$ cat config.mk
export PLATFORM = sky130hd
export DESIGN_NAME = icsd_ctrl
export DESIGN_NICKNAME = d
export VERILOG_FILES = /design/src/icsd_pkg.sv /design/src/icsd_mem.sv /design/src/icsd_pick.sv /design/src/icsd_ctrl.sv
export VERILOG_INCLUDE_DIRS = /design/src
export SDC_FILE = /design/constraint.sdc
export NUM_CORES = 2
export LEC_CHECK = 0
export ABC_CLOCK_PERIOD_IN_PS = 83200
export BUFFER_PORTS_ARGS = -buffer_cell sky130_fd_sc_hd__buf_4
export CAP_MARGIN = 20
export CORE_UTILIZATION = 50
export DETAILED_ROUTE_END_ITERATION = 7
export HOLD_SLACK_MARGIN = 0.02
export PLACE_DENSITY = 0.62
export REMOVE_ABC_BUFFERS = 1
export SLEW_MARGIN = 5
export SYNTH_ARGS = -nofsm -noshare
export SYNTH_HDL_FRONTEND = slang
export SYNTH_SLANG_ARGS = --single-unit
export TNS_END_PERCENT = 20
$ cat constraint.sdc
create_clock -name clk_i -period 83.2 [get_ports clk_i]
set_clock_uncertainty 0.1 [all_clocks]
set_input_delay 8.32 -clock clk_i [delete_from_list [all_inputs] [get_ports clk_i]]
set_output_delay 8.32 -clock clk_i [all_outputs]
set_load 0.01 [all_outputs]
$ cat src/icsd_params.svh
// icsd_params.svh: offsets, field positions and reset values of the
// interrupt controller enable, status and debug block.
// assumes it is included by every file that needs a constant.
// How it works
// - writing enable_set sets each channel enable whose data bit is one
// - writing enable_clear clears each channel enable whose data bit is one
// - default_vector is 32-bit read-write, reset zero, returned if none active
// - masked_status bit is one only when channel enabled and active
// - status bit n belongs to channel n, channels 0 to 31
// - raw_status shows lines before masking, read-only, reads all ones at reset
// - raw_status reads zero for active channel, one for inactive
// - normal_path_debug bits 11:8 show normal stack pointer, reset zero
// - stack pointer value is the depth, 0 empty up to 8 full
// - both debug words show current_level at 2:0, stack pointer at 11:8, other bits zero
// - fast_path_debug pointer only ever reads 0 or 1
// - channel_enable is 32-bit read-write, reset zero, one enables channel
// - normal stack holds 8 levels; vector read pushes, end write pops
// - while stacked, same or lower priority is masked from the core
// - fast path never nests; at most one fast interrupt in service
`ifndef ICSD_PARAMS_SVH
`define ICSD_PARAMS_SVH
`define ICSD_AW 12
`define ICSD_NCH 32
`define ICSD_DEPTH 8
`define ICSD_RST_WORD 32'h0000_0000
`define ICSD_OFS_EN 12'h000
`define ICSD_OFS_ESET 12'h004
`define ICSD_OFS_ECLR 12'h008
`define ICSD_OFS_DFLT 12'h00c
`define ICSD_OFS_MSTA 12'h010
`define ICSD_OFS_RSTA 12'h014
`define ICSD_OFS_NDBG 12'h018
`define ICSD_OFS_FDBG 12'h01c
`define ICSD_OFS_EVST 12'h030
`define ICSD_OFS_EVMK 12'h034
`define ICSD_OFS_VEC_LO 12'h080
`define ICSD_OFS_VEC_HI 12'h0fc
`define ICSD_OFS_CFG_LO 12'h100
`define ICSD_OFS_CFG_HI 12'h17c
`define ICSD_OFS_NVEC 12'hf00
`define ICSD_OFS_FVEC 12'hf04
`define ICSD_OFS_NEND 12'hf08
`define ICSD_OFS_FEND 12'hf0c
`define ICSD_CH_HI 6
`define ICSD_CH_LO 2
`define ICSD_PTR_HI 11
`define ICSD_PTR_LO 8
`define ICSD_LVL_HI 2
`define ICSD_LVL_LO 0
`define ICSD_CFG_FAST 3
`define ICSD_EVT_OVF 0
`define ICSD_EVT_UNF 1
`define ICSD_EVT_SPUR 2
`endif

$ cat src/icsd_pkg.sv
// icsd_pkg.sv: types shared by the controller and its helpers.
// assumes icsd_params.svh is on the include path.
`include "icsd_params.svh"
package icsd_pkg;
  typedef logic [`ICSD_AW-1:0] icsd_addr_t;
  typedef logic [31:0] icsd_word_t;
  typedef logic [3:0] icsd_ptr_t;
  typedef logic [2:0] icsd_lvl_t;
  typedef logic [3:0] icsd_cfg_t;
  typedef logic [2:0] icsd_evt_t;
  // one bus request, all fields valid in the strobe cycle
  typedef struct packed
  {
    icsd_addr_t addr;
    icsd_word_t wdata;
    logic wr;
    logic rd;
  } icsd_req_s;
  // state of one priority stack as software sees it
  typedef struct packed
  {
    icsd_ptr_t ptr;
    icsd_lvl_t lvl;
  } icsd_stk_s;
endpackage

$ cat src/icsd_mem.sv
// icsd_mem.sv: small single-write, single-read memory, registered read.
// assumes one clock; contents are not reset, only the read register.
`timescale 1ns/1ps
module icsd_mem #(
  parameter int W = 32,
  parameter int D = 32,
  parameter int AW = $clog2(D)
) (
  // clock and reset
  input wire logic clk_i,
  input wire logic rst_n_i,
  // write port
  input wire logic we_i,
  input wire logic [AW-1:0] waddr_i,
  input wire logic [W-1:0] wdata_i,
  // read port, data one edge after the address
  input wire logic [AW-1:0] raddr_i,
  output logic [W-1:0] rdata_o
);
  logic [W-1:0] mem_q [D];

  // storage; no reset keeps it a plain ram
  always_ff @(posedge clk_i)
  begin
    if (we_i)
      mem_q[waddr_i] <= wdata_i;
  end

  // registered read, old data on a same-address write
  always_ff @(posedge clk_i or negedge rst_n_i)
  begin
    if (!rst_n_i)
      rdata_o <= '0;
    else
      rdata_o <= mem_q[raddr_i];
  end
endmodule

$ cat src/icsd_pick.sv
// icsd_pick.sv: picks the most urgent request among the channels.
// assumes 3-bit priorities, 0 most urgent; purely combinational.
`timescale 1ns/1ps
module icsd_pick #(
  parameter int N = 32,
  parameter int IW = $clog2(N)
) (
  // requests and their priorities, channel i at pri_i[3*i +: 3]
  input wire logic [N-1:0] req_i,
  input wire logic [3*N-1:0] pri_i,
  // winner
  output logic valid_o,
  output logic [IW-1:0] idx_o,
  output logic [2:0] lvl_o
);
  // walking down with <= lets the lower channel win a tie
  always_comb
  begin
    valid_o = 1'b0;
    idx_o = '0;
    lvl_o = '1;
    for (int i = N - 1; i >= 0; i--)
    begin
      if (req_i[i] && (pri_i[3*i +: 3] <= lvl_o))
      begin
        valid_o = 1'b1;
        idx_o = IW'(i);
        lvl_o = pri_i[3*i +: 3];
      end
    end
  end
endmodule

$ cat src/icsd_ctrl.sv
// icsd_ctrl.sv: vectored interrupt controller core with enable set and
// clear, default vector, status views and priority stack debug words.
// assumes a bus master that never overlaps strobes, sources that are
// synchronous to clk_i and held until cleared at the peripheral.
// a read answer is one word, standing only in the cycle after the strobe.
`timescale 1ns/1ps
`include "icsd_params.svh"
module icsd_ctrl #(
  parameter int NCH = `ICSD_NCH,
  parameter int DEPTH = `ICSD_DEPTH
) (
  // clock and reset
  input wire logic clk_i,
  input wire logic rst_n_i,
  // register bus
  input icsd_pkg::icsd_req_s req_i,
  output icsd_pkg::icsd_word_t rdata_o,
  // interrupt sources, one per channel, high while active
  input wire logic [NCH-1:0] src_i,
  // lines to the core
  output logic irq_o,
  output logic fiq_o,
  // controller event interrupt
  output logic int_o
);
  import icsd_pkg::*;

  // widths of a channel index and of a stack address
  localparam int CW = $clog2(NCH);
  localparam int SW = $clog2(DEPTH);

  // true when a is word aligned inside [lo, hi]
  function automatic logic in_range(input icsd_addr_t a,
                                    input icsd_addr_t lo,
                                    input icsd_addr_t hi);
    in_range = (a >= lo) && (a <= hi) && (a[1:0] == 2'h0);
  endfunction

  // channel number carried by a per-channel register address
  function automatic logic [CW-1:0] chan_of(input icsd_addr_t a);
    chan_of = CW'(a[`ICSD_CH_HI:`ICSD_CH_LO]);
  endfunction

  // debug word layout, shared by both paths
  function automatic icsd_word_t dbg_word(input icsd_stk_s s);
    dbg_word = `ICSD_RST_WORD;
    dbg_word[`ICSD_PTR_HI:`ICSD_PTR_LO] = s.ptr;
    dbg_word[`ICSD_LVL_HI:`ICSD_LVL_LO] = s.lvl;
  endfunction

  // registers: enables and default vector
  logic [NCH-1:0] en_ff;
  logic [NCH-1:0] nxt_en;
  icsd_word_t dflt_ff;
  icsd_word_t nxt_dflt;
  // channel configuration and event status
  icsd_cfg_t cfg_ff [NCH];
  icsd_evt_t evst_ff;
  icsd_evt_t nxt_evst;
  icsd_evt_t evmk_ff;
  icsd_evt_t nxt_evmk;
  // stack state of both paths
  icsd_ptr_t nptr_ff;
  icsd_ptr_t nxt_nptr;
  icsd_lvl_t nlvl_ff;
  icsd_lvl_t nxt_nlvl;
  logic fbusy_ff;
  logic nxt_fbusy;
  icsd_lvl_t flvl_ff;
  icsd_lvl_t nxt_flvl;
  // read path and core lines
  icsd_word_t rdata_ff;
  icsd_word_t nxt_rdata;
  logic vsel_ff;
  logic nxt_vsel;
  logic irq_ff;
  logic fiq_ff;
  logic int_ff;

  // address decode
  wire logic wr = req_i.wr;
  wire logic rd = req_i.rd;
  wire icsd_addr_t addr = req_i.addr;
  wire icsd_word_t wdata = req_i.wdata;
  wire logic hit_en = (addr == `ICSD_OFS_EN);
  wire logic hit_eset = (addr == `ICSD_OFS_ESET);
  wire logic hit_eclr = (addr == `ICSD_OFS_ECLR);
  wire logic hit_dflt = (addr == `ICSD_OFS_DFLT);
  wire logic hit_msta = (addr == `ICSD_OFS_MSTA);
  wire logic hit_rsta = (addr == `ICSD_OFS_RSTA);
  wire logic hit_ndbg = (addr == `ICSD_OFS_NDBG);
  wire logic hit_fdbg = (addr == `ICSD_OFS_FDBG);
  wire logic hit_evst = (addr == `ICSD_OFS_EVST);
  wire logic hit_evmk = (addr == `ICSD_OFS_EVMK);
  wire logic hit_nvec = (addr == `ICSD_OFS_NVEC);
  wire logic hit_fvec = (addr == `ICSD_OFS_FVEC);
  wire logic hit_nend = (addr == `ICSD_OFS_NEND);
  wire logic hit_fend = (addr == `ICSD_OFS_FEND);
  // per-channel windows, one word for each channel
  wire logic hit_vec = in_range(addr, `ICSD_OFS_VEC_LO, `ICSD_OFS_VEC_HI);
  wire logic hit_cfg = in_range(addr, `ICSD_OFS_CFG_LO, `ICSD_OFS_CFG_HI);
  wire logic [CW-1:0] ch = chan_of(addr);

  // status views: live, so a source cleared at the peripheral drops here
  // in the same cycle
  wire logic [NCH-1:0] mstat = src_i & en_ff;
  wire logic [NCH-1:0] rstat = ~src_i;

  // per-channel type, priority and eligibility
  logic [NCH-1:0] is_fast;
  logic [3*NCH-1:0] pri_flat;
  logic [NCH-1:0] n_elig;
  logic [NCH-1:0] f_elig;
  wire logic n_empty = (nptr_ff == '0);
  wire logic n_full = (nptr_ff == icsd_ptr_t'(DEPTH));
  for (genvar i = 0; i < NCH; i++)
  begin : g_ch
    wire icsd_lvl_t pri = cfg_ff[i][`ICSD_LVL_HI:`ICSD_LVL_LO];
    assign is_fast[i] = cfg_ff[i][`ICSD_CFG_FAST];
    assign pri_flat[3*i +: 3] = pri;
    // stacked level blocks same and lower priority, 0 is most urgent
    assign n_elig[i] = mstat[i] & ~is_fast[i] &
                       (n_empty | (pri < nlvl_ff));
    // fast channels ignore the stacked normal level
    assign f_elig[i] = mstat[i] & is_fast[i];
  end

  // arbitration for each path
  logic n_valid;
  logic [CW-1:0] n_idx;
  icsd_lvl_t n_lvl;
  logic f_valid;
  logic [CW-1:0] f_idx;
  icsd_lvl_t f_lvl;
  // normal path winner among eligible channels
  icsd_pick #(.N(NCH)) u_npick (
    .req_i(n_elig),
    .pri_i(pri_flat),
    .valid_o(n_valid),
    .idx_o(n_idx),
    .lvl_o(n_lvl)
  );
  // fast path winner, never masked by the stack
  icsd_pick #(.N(NCH)) u_fpick (
    .req_i(f_elig),
    .pri_i(pri_flat),
    .valid_o(f_valid),
    .idx_o(f_idx),
    .lvl_o(f_lvl)
  );

  // stack operations and controller events
  wire logic rd_nvec = rd & hit_nvec;
  wire logic rd_fvec = rd & hit_fvec;
  wire logic wr_nend = wr & hit_nend;
  wire logic wr_fend = wr & hit_fend;
  // a refused push still answers with the vector
  wire logic n_push = rd_nvec & n_valid & ~n_full;
  wire logic n_pop = wr_nend & ~n_empty;
  wire logic f_push = rd_fvec & f_valid & ~fbusy_ff;
  wire logic f_pop = wr_fend & fbusy_ff;
  // controller events for the status word
  wire logic ev_ovf = (rd_nvec & n_valid & n_full) |
                      (rd_fvec & f_valid & fbusy_ff);
  wire logic ev_unf = (wr_nend & n_empty) | (wr_fend & ~fbusy_ff);
  wire logic ev_spur = (rd_nvec & ~n_valid) | (rd_fvec & ~f_valid);
  icsd_evt_t ev_now;
  // pack the events at their field positions
  always_comb
  begin
    ev_now = '0;
    ev_now[`ICSD_EVT_OVF] = ev_ovf;
    ev_now[`ICSD_EVT_UNF] = ev_unf;
    ev_now[`ICSD_EVT_SPUR] = ev_spur;
  end

  // stack of stacked levels; the read side always shows the entry under
  // the top, so a pop finds the level to fall back to without a wait
  icsd_lvl_t stk_under;
  wire logic [SW-1:0] stk_waddr = SW'(nptr_ff);
  wire logic [SW-1:0] stk_raddr = SW'(nxt_nptr - icsd_ptr_t'(2));
  icsd_mem #(.W(3), .D(DEPTH)) u_stack (
    .clk_i(clk_i),
    .rst_n_i(rst_n_i),
    .we_i(n_push),
    .waddr_i(stk_waddr),
    .wdata_i(n_lvl),
    .raddr_i(stk_raddr),
    .rdata_o(stk_under)
  );

  // stack pointer counts entries directly, capped at DEPTH
  assign nxt_nptr = n_push ? nptr_ff + icsd_ptr_t'(1) :
                    n_pop ? nptr_ff - icsd_ptr_t'(1) :
                    nptr_ff;
  // a pop falls back to the entry under the top, zero when empty
  assign nxt_nlvl = n_push ? n_lvl :
                    !n_pop ? nlvl_ff :
                    (nptr_ff >= icsd_ptr_t'(2)) ? stk_under :
                    icsd_lvl_t'(0);
  // fast path holds one entry only, so a flag is enough
  assign nxt_fbusy = f_push | (fbusy_ff & ~f_pop);
  assign nxt_flvl = f_push ? f_lvl :
                    f_pop ? icsd_lvl_t'(0) :
                    flvl_ff;

  // vector table, written per channel, read for the winning channel
  icsd_word_t vec_q;
  wire logic [CW-1:0] vec_raddr = rd_fvec ? f_idx : n_idx;
  icsd_mem #(.W(32), .D(NCH)) u_vec (
    .clk_i(clk_i),
    .rst_n_i(rst_n_i),
    .we_i(wr & hit_vec),
    .waddr_i(ch),
    .wdata_i(wdata),
    .raddr_i(vec_raddr),
    .rdata_o(vec_q)
  );

  // enables: direct write, or set and clear by one bits only
  assign nxt_en = (wr & hit_en) ? wdata[NCH-1:0] :
                  (wr & hit_eset) ? (en_ff | wdata[NCH-1:0]) :
                  (wr & hit_eclr) ? (en_ff & ~wdata[NCH-1:0]) :
                  en_ff;
  assign nxt_dflt = (wr & hit_dflt) ? wdata : dflt_ff;
  // write-one clear mask, zero unless the status word is written
  wire icsd_evt_t ev_clr = (wr & hit_evst) ?
                           wdata[$bits(icsd_evt_t)-1:0] :
                           icsd_evt_t'(0);
  // a new event beats a write-one clear in the same cycle
  assign nxt_evst = (evst_ff & ~ev_clr) | ev_now;
  assign nxt_evmk = (wr & hit_evmk) ?
                    wdata[$bits(icsd_evt_t)-1:0] : evmk_ff;

  // debug views of both stacks
  icsd_stk_s n_dbg;
  icsd_stk_s f_dbg;
  assign n_dbg.ptr = nptr_ff;
  assign n_dbg.lvl = nlvl_ff;
  assign f_dbg.ptr = icsd_ptr_t'(fbusy_ff);
  assign f_dbg.lvl = flvl_ff;

  // read selection; unmapped and write-only addresses read zero, and a
  // vector read with nothing pending returns the default vector
  wire icsd_word_t cfg_word = icsd_word_t'(cfg_ff[ch]);
  assign nxt_rdata = !rd ? `ICSD_RST_WORD :
                     hit_en ? icsd_word_t'(en_ff) :
                     hit_dflt ? dflt_ff :
                     hit_msta ? icsd_word_t'(mstat) :
                     hit_rsta ? icsd_word_t'(rstat) :
                     hit_ndbg ? dbg_word(n_dbg) :
                     hit_fdbg ? dbg_word(f_dbg) :
                     hit_evst ? icsd_word_t'(evst_ff) :
                     hit_evmk ? icsd_word_t'(evmk_ff) :
                     hit_cfg ? cfg_word :
                     (hit_nvec | hit_fvec) ? dflt_ff :
                     `ICSD_RST_WORD;
  // the table answers only when a winner existed at the read edge
  assign nxt_vsel = (rd_nvec & n_valid) | (rd_fvec & f_valid);
  // vector data come from the table's own read register, saving a
  // second 32-bit stage at the price of one mux after the flops
  assign rdata_o = vsel_ff ? vec_q : rdata_ff;

  // enable, default vector and event registers
  always_ff @(posedge clk_i or negedge rst_n_i)
  begin
    if (!rst_n_i)
    begin
      en_ff <= '0;
      dflt_ff <= `ICSD_RST_WORD;
      evst_ff <= '0;
      evmk_ff <= '0;
    end
    else
    begin
      en_ff <= nxt_en;
      dflt_ff <= nxt_dflt;
      evst_ff <= nxt_evst;
      evmk_ff <= nxt_evmk;
    end
  end

  // per-channel configuration, type bit and priority
  // kept in flops, since every channel's priority is needed at once
  always_ff @(posedge clk_i or negedge rst_n_i)
  begin
    if (!rst_n_i)
    begin
      for (int i = 0; i < NCH; i++)
        cfg_ff[i] <= '0;
    end
    else if (wr && hit_cfg)
    begin
      cfg_ff[ch] <= wdata[3:0];
    end
  end

  // priority stack state of both paths
  // levels below the top stay in u_stack, only the top is here
  always_ff @(posedge clk_i or negedge rst_n_i)
  begin
    if (!rst_n_i)
    begin
      nptr_ff <= '0;
      nlvl_ff <= '0;
      fbusy_ff <= 1'b0;
      flvl_ff <= '0;
    end
    else
    begin
      nptr_ff <= nxt_nptr;
      nlvl_ff <= nxt_nlvl;
      fbusy_ff <= nxt_fbusy;
      flvl_ff <= nxt_flvl;
    end
  end

  // read data and output lines
  // rdata_ff falls back to zero the cycle after a read
  always_ff @(posedge clk_i or negedge rst_n_i)
  begin
    if (!rst_n_i)
    begin
      rdata_ff <= `ICSD_RST_WORD;
      vsel_ff <= 1'b0;
      irq_ff <= 1'b0;
      fiq_ff <= 1'b0;
      int_ff <= 1'b0;
    end
    else
    begin
      rdata_ff <= nxt_rdata;
      vsel_ff <= nxt_vsel;
      irq_ff <= n_valid;
      fiq_ff <= f_valid & ~fbusy_ff;
      int_ff <= |(evst_ff & evmk_ff);
    end
  end

  // core lines come straight from their flops
  assign irq_o = irq_ff;
  assign fiq_o = fiq_ff;
  assign int_o = int_ff;
endmodule

# Yosys cells after proc, flatten, opt, wreduce, memory -nomap -nowiden
# Memories as Yosys holds them, arrays and structs flattened. A register that Yosys moved wholly into a read port is not among the register bits.
# Index checks and enable logic that the tools add are counted.
dict set report op_classes {
  bitwise_logic 207
  n_eq_ne 14
  n_reduce_logical 79
  mux 226
  add_sub_neg 3
  n_lt_le_gt_ge 102
}
# op count
set ops {}
lappend ops {{$mux W32} 15}
lappend ops {{$mux W5} 65}
lappend ops {{$mux W3} 70}
lappend ops {{$le A3 B3 Y1} 62}
lappend ops {{$bwmux W128} 1}
lappend ops {{$and A1 B1 Y1} 121}
lappend ops {{$lt A3 B3 Y1} 32}
lappend ops {{$logic_and A1 B1 Y1} 70}
lappend ops {{$mux W1} 68}
lappend ops {{$and A32 B32 Y32} 2}
lappend ops {{$not A32 Y32} 2}
lappend ops {{$eq A12 B12 Y1 const B} 4}
lappend ops {{$eq A12 B5 Y1 const B} 4}
lappend ops {{$not A1 Y1} 38}
lappend ops {{$or A1 B1 Y1} 38}
lappend ops {{$or A32 B32 Y32} 1}
lappend ops {{$eq A12 B4 Y1 const B} 2}
lappend ops {{$eq A12 B6 Y1 const B} 2}
lappend ops {{$bmux W4 S5} 1}
lappend ops {{$demux W4 S5} 1}
lappend ops {{$mux W4} 5}
lappend ops {{$eq A12 B3 Y1 const B} 1}
lappend ops {{$ge A12 B8 Y1 const B} 1}
lappend ops {{$ge A12 B9 Y1 const B} 1}
lappend ops {{21 further kinds} 24}
dict set report word_totals {
  memories 2
  elab_cells 678
  in_bits 80
  mem_bits_rw 1048
  out_inout_bits 35
  reg_bits 245
}
# memory depth word_bits rd rd_clocked_by_memory_dff wr line_no
set memory_table {}
lappend memory_table {u_vec.mem_q 32 32 1 1 1 icsd_mem.sv:20} ;# logic [W-1:0] mem_q [D];
lappend memory_table {u_stack.mem_q 8 3 1 1 1 icsd_mem.sv:20}

# Depth between registers and ports, before layout
dict set report depth {
  depth_word 102
  ltp_mapped 266
  ltp_nobuf 242
}

# By module
# Synthesis repeated with hierarchy kept, for this count alone.
dict set report hier_totals {
  cells_unflattened 5172
  area_unflattened_um2 65350.2
}
# module n_inst seq_area_each_um2 cells_each area_each_um2
set by_module_without_submodules {}
lappend by_module_without_submodules {{icsd_mem (u_vec)} 1 31550.3 2260 40647.7}
lappend by_module_without_submodules {icsd_ctrl 1 6130.9 1432 14556.5}
lappend by_module_without_submodules {icsd_pick 2 0.0 715 4544.4}
lappend by_module_without_submodules {{icsd_mem (u_stack)} 1 795.8 50 1057.3}

# Least setup slack after synthesis
# No wires, ideal clock.
dict set report synth_timing {
  path_kind {input -> register}
  start {input src_i[31]}
  end {register u_vec.rdata_o[10] (read register of u_vec.mem_q)}
  path_buffers 21
  slack_ps 29253
  t_required_ps 82969
  setup_ps 131
  stages 250
  arrival_ps 53716
  cell_sequence {nand2_1 nor2_1 o21ai_1 nor2_1 ha_1 a211oi_1 o32a_1 a211oi_1 or2_2 ha_1 nand3_1 o21ai_0 o22a_1 and2_1 o31ai_1 inv_1 ha_1 a211oi_1 (+214 left out) and2_1 clkbuf_1 a21oi_1 ha_1 nor2b_1 o21a_1 o21ai_0 a22oi_2 nand2_1 or4b_2 a211o_1 nand2_2 buf_2 buf_4 mux2i_1 mux2i_1 a211oi_1 a211oi_2}
}
dict set report synth_via {
  elab_chain_cells 99
  word_cells_on_any_way 257
  cone_classes {62 x order compare; 127 x mux; 4 x bitwise; 64 x reduce/logical}
}
# item line_no
set synth_lines {}
lappend synth_lines {{start, declared} icsd_ctrl.sv:19} ;# input wire logic [NCH-1:0] src_i,
lappend synth_lines {{$and A32 B32 Y32 (*)} icsd_ctrl.sv:106} ;# wire logic [NCH-1:0] mstat = src_i & en_ff;
lappend synth_lines {{$and A1 B1 Y1 (2 in a row)} icsd_ctrl.sv:122} ;# assign n_elig[i] = mstat[i] & ~is_fast[i] &
lappend synth_lines {{$logic_and A1 B1 Y1} icsd_pick.sv:24} ;# if (req_i[i] && (pri_i[3*i +: 3] <= lvl_o))
lappend synth_lines {{$mux W3} icsd_pick.sv:24}
lappend synth_lines {{$le A3 B3 Y1} icsd_pick.sv:24}
lappend synth_lines {{$logic_and A1 B1 Y1} icsd_pick.sv:24}
lappend synth_lines {{$mux W3} icsd_pick.sv:24}
lappend synth_lines {{$le A3 B3 Y1} icsd_pick.sv:24}
lappend synth_lines {{(+82 left out)} n/a}
lappend synth_lines {{$mux W3} icsd_pick.sv:24}
lappend synth_lines {{$le A3 B3 Y1} icsd_pick.sv:24}
lappend synth_lines {{$logic_and A1 B1 Y1} icsd_pick.sv:24}
lappend synth_lines {{$mux W3} icsd_pick.sv:24}
lappend synth_lines {{$le A3 B3 Y1} icsd_pick.sv:24}
lappend synth_lines {{$logic_and A1 B1 Y1} icsd_pick.sv:24}
lappend synth_lines {{$mux W5} icsd_pick.sv:24}
lappend synth_lines {{$mux W5 (*)} icsd_ctrl.sv:209} ;# wire logic [CW-1:0] vec_raddr = rd_fvec ? f_idx : n_idx;
lappend synth_lines {{end, declared} icsd_mem.sv:18} ;# output logic [W-1:0] rdata_o
# Mark *: on every way between the ends. The rest lies on a longest branch, timed or not.
# A chain may end at the register's enable or synchronous reset.

# Worst setup path after layout
dict set report layout_timing {
  start {input src_i[31]}
  end {register u_vec.rdata_o[17] (read register of u_vec.mem_q)}
}
# Same word-level chain as after synthesis.

==> summary.md <==
| Metric | Value |
|---|---|
| Largest net degree at the start of global routing | `120` |
| CP arrival | `63.87 ns` |
| Combinational share of power | `5.0%` |
| Final core occ | `56.3%` |
| # setup viols final | `0` |
| Slew @ Worst Pin | `1.31 ns` |
| Vias | `45,800` |
| Fmax | `15.8 MHz` |
| Worst-path clk slew | `0.06 ns` |
| Hold WC Path Type | `flop to flop` |
| Internal power | `0.00111 W` |
| Fraction of layout cells with a size suffix above 1 | `14.0%` |
| Global routing usage on met3 | `6.31%` |
| Crit path capture type | `flop` |
| Distinct cells, synth | `101` |
| # clock sinks | `1,328` |
| Avg WL per Cell | `29.2 µm` |
| DRC violations left | `0` |
| Ys async rst share | `21.1%` |
| Startpoint Class | `input port` |
| Resized cells post-CTS | `0` |
| H-tree levels | `4` |
| CP max stage cell | `buf_4` |
| Pwr/cell area | `19.7 nW/µm²` |
| Cell mode on critical path | `o21ai_0` |
| Crit share post-route | `76.1%` |
| Tmin final | `63.33 ns` |
| Crit path max fanout | `94` |
| TritonCTS Buffers | `143` |
| I/O pins | `115` |
| Post-detailed-routing wire length | `209 mm` |
| Total grt overflow | `0` |
| Psw | `0.000320 W` |
| Synth area leader | `edfxtp_1` |
| Cells after Synth | `5,201` |
| Crit path kind | `input port to flop` |
| CTS tree | `built` |
| Number of synthesized flops with an enable pin | `1,048` |
| Leakage Power | `27.9 nW` |
| Most used flip-flop cell after synthesis | `edfxtp_1` |
| Die height | `363 µm` |
| Met2 Usage GRT | `48.7%` |
| Switching fraction of total power | `22.3%` |
| Worst-Skew Late Latency | `0.79 ns` |
| Pre-Repair DR Iteration Count | `6` |
| Sequential fraction of the synthesis area | `59.1%` |
| Clock power frac | `44.6%` |
| Iteration-0 DRC count of the detailed router | `4,999` |
| Vias per cell | `6.40` |
| Gr busiest metal | `met2` |
| Initial Util | `50.3%` |
| Cts hold-fix bufs | `0` |
| Setup TNS | `0 ns` |
| Top cells by area, synth | `edfxtp_1 48%, dfrtp_1 11%, mux2i_1 7.2%, ha_1 4.9%, nand2_1 3.7%` |
| Avg Inst Size Synth | `12.5 µm²` |
| # Post-CTS Setup Buffers | `0` |
| Hold Vio Cnt, Final | `0` |
| Area fraction of the dominant cell type after synthesis | `48.4%` |
| RSZ-0062 raised after global routing | `false` |
| Register-to-register setup slack | `25.97 ns` |
| Vias in the first global route | `44,500` |
| Met1 Use GR | `43.0%` |
| Sequential group share of total power | `50.4%` |
| Dpl hpwl | `128 mm` |
| Clock root buffer master | `clkbuf_16` |
| Initial antenna violation count | `10` |
| Antenna Violating Nets Remaining | `0` |
| Final Max Tran Viols | `0` |
| Nets | `5,630` |
| Slew margin rel. | `10.2%` |
| Full die area | `132,000 µm²` |
| Max IR drop VDD | `0.0247 mV` |
| Worst path max stage delay | `0.97 ns` |
| Post-Syn Area | `65,100 µm²` |
| Synthesis-to-layout area growth | `11.9%` |
| All-Layer GR Usage | `31.5%` |
| First-pass GRT wire length | `303 mm` |
| Placer Congestion | `0.998` |
| CTS max path bufs | `3` |
| Crit path max-delay family | `compound AO/OA/AOI/OAI gates` |
| Critical path data required time | `83.74 ns` |
| Synth Register Bits | `1,328` |
| Maxcap violations | `0` |
| Die W | `363 µm` |
| Placeable Area | `129,000 µm²` |
| # rows | `132` |
| Outcome | `finished clean` |
| Worst path bufs/invs | `14` |
| Port bufs | `114` |
| Total of warnings raised by yosys | `0` |
## cell usage in the layout, fill, tap and decap left out, types with 51 or more instances in the layout
cell / n
a211oi_1: 101
a21oi_1: 93
a31oi_1: 53
buf_4: 204
clkbuf_16: 149
dfrtp_1: 279
edfxtp_1: 1048
ha_1: 254
inv_1: 157
mux2_2: 175
mux2i_1: 471
nand2_1: 637
nand3_1: 251
nor2_1: 264
o21ai_0: 286
o22ai_1: 51
## synth_stat cells (36+ instances only)
cell      instances
a211oi_1        102
a21o_1           45
a21oi_1          93
a311oi_1         37
a31oi_1          54
a32oi_1          51
and3_1           43
buf_2            62
clkbuf_1        144
dfrtp_1         280
edfxtp_1       1048
ha_1            254
inv_1           157
mux2_2          175
mux2i_1         471
mux4_2           39
nand2_1         640
nand2b_1         36
nand3_1         254
nor2_1          298
o21a_1           38
o21ai_0         286
o22ai_1          51
## worst paths after layout
path                                      to        start  cells past startpoint
setup reg to reg           u_vec.rdata_o[17]   nptr_ff[0]                    235
hold / removal                   dflt_ff[31]  dflt_ff[31]                      1
hold reg to reg                  dflt_ff[31]  dflt_ff[31]                      1
min in group asynchronous        cfg_ff[125]      rst_n_i                      1
setup / recovery           u_vec.rdata_o[17]    src_i[31]                    234
max in group asynchronous       rdata_ff[26]      rst_n_i                      2
## metal layers
layer	vias to the layer above	part of all wire, %	routed length, µm
met4	8	4.8	9970
met1	23100	41	86500
met3	501	8.6	17900
li1	20100	-	-
met2	2134	45	94500
met5	-	0.027	57
## through the flow
stage	setup slack (ns)	std cells	power (W)	instance area (µm²)	hold slack, ns
global placement	19.34	6889	0.000806	68000	0.388
global route	15.95	7159	0.00147	72800	0.418
CTS	20.73	7157	0.00144	72800	0.413
finish	19.87	7162	0.00143	72800	0.412
detailed placement	20.20	6892	0.000807	68100	0.398
floorplan	6.13	4942	0.000783	63900	0.369
## state kept, by name, summed over array words and instances (netlist names), 3 cells and up, named ones only
name	flops
u_vec.mem_q	1024
cfg_ff	128
u_stack.rdata_o	3
flvl_ff	3
evmk_ff	3
nlvl_ff	3
rdata_ff	32
evst_ff	3
u_vec.rdata_o	32
nptr_ff	4
u_stack.mem_q	24
dflt_ff	32
## power by group through the flow
stage | combinational [W] | clock, W | sequential (W)
2_1_floorplan | 0.0000475 | 0 | 0.000735
3_3_place_gp | 0.0000696 | 0 | 0.000737
3_5_place_dp | 0.0000706 | 0 | 0.000736
4_1_cts | 0.0000709 | 0.000648 | 0.000723
5_1_grt | 0.0000762 | 0.000673 | 0.000723
6_report | 0.0000712 | 0.000640 | 0.000723
## kinds of logic (layout without fill, tap and decap cells)
kind of cell | Yosys count | in the layout | synth area share (%)
compound gates | 1052 | 1052 | 11.4
xor+xnor | 3 | 3 | 0.0808
fa+ha+maj | 254 | 254 | 4.88
buf+inv | 417 | 632 | 2.77
flops | 1328 | 1328 | 59.1
mux | 685 | 685 | 11.6
other cells | 0 | 4 | 0
simple gates | 1462 | 1462 | 10.1
## final cells by class
cell class	count	area (µm²)
clock buffers	198	4030
multi-input cells	3456	25200
clock inverters	67	693
diodes	4	10.0
repair buffers	209	1600
fillers	10700	56500
inverters	158	593
well taps	1742	2180
flip-flops and latches	1328	38500
No activity file was read; power rests on OpenSTA's default activity.
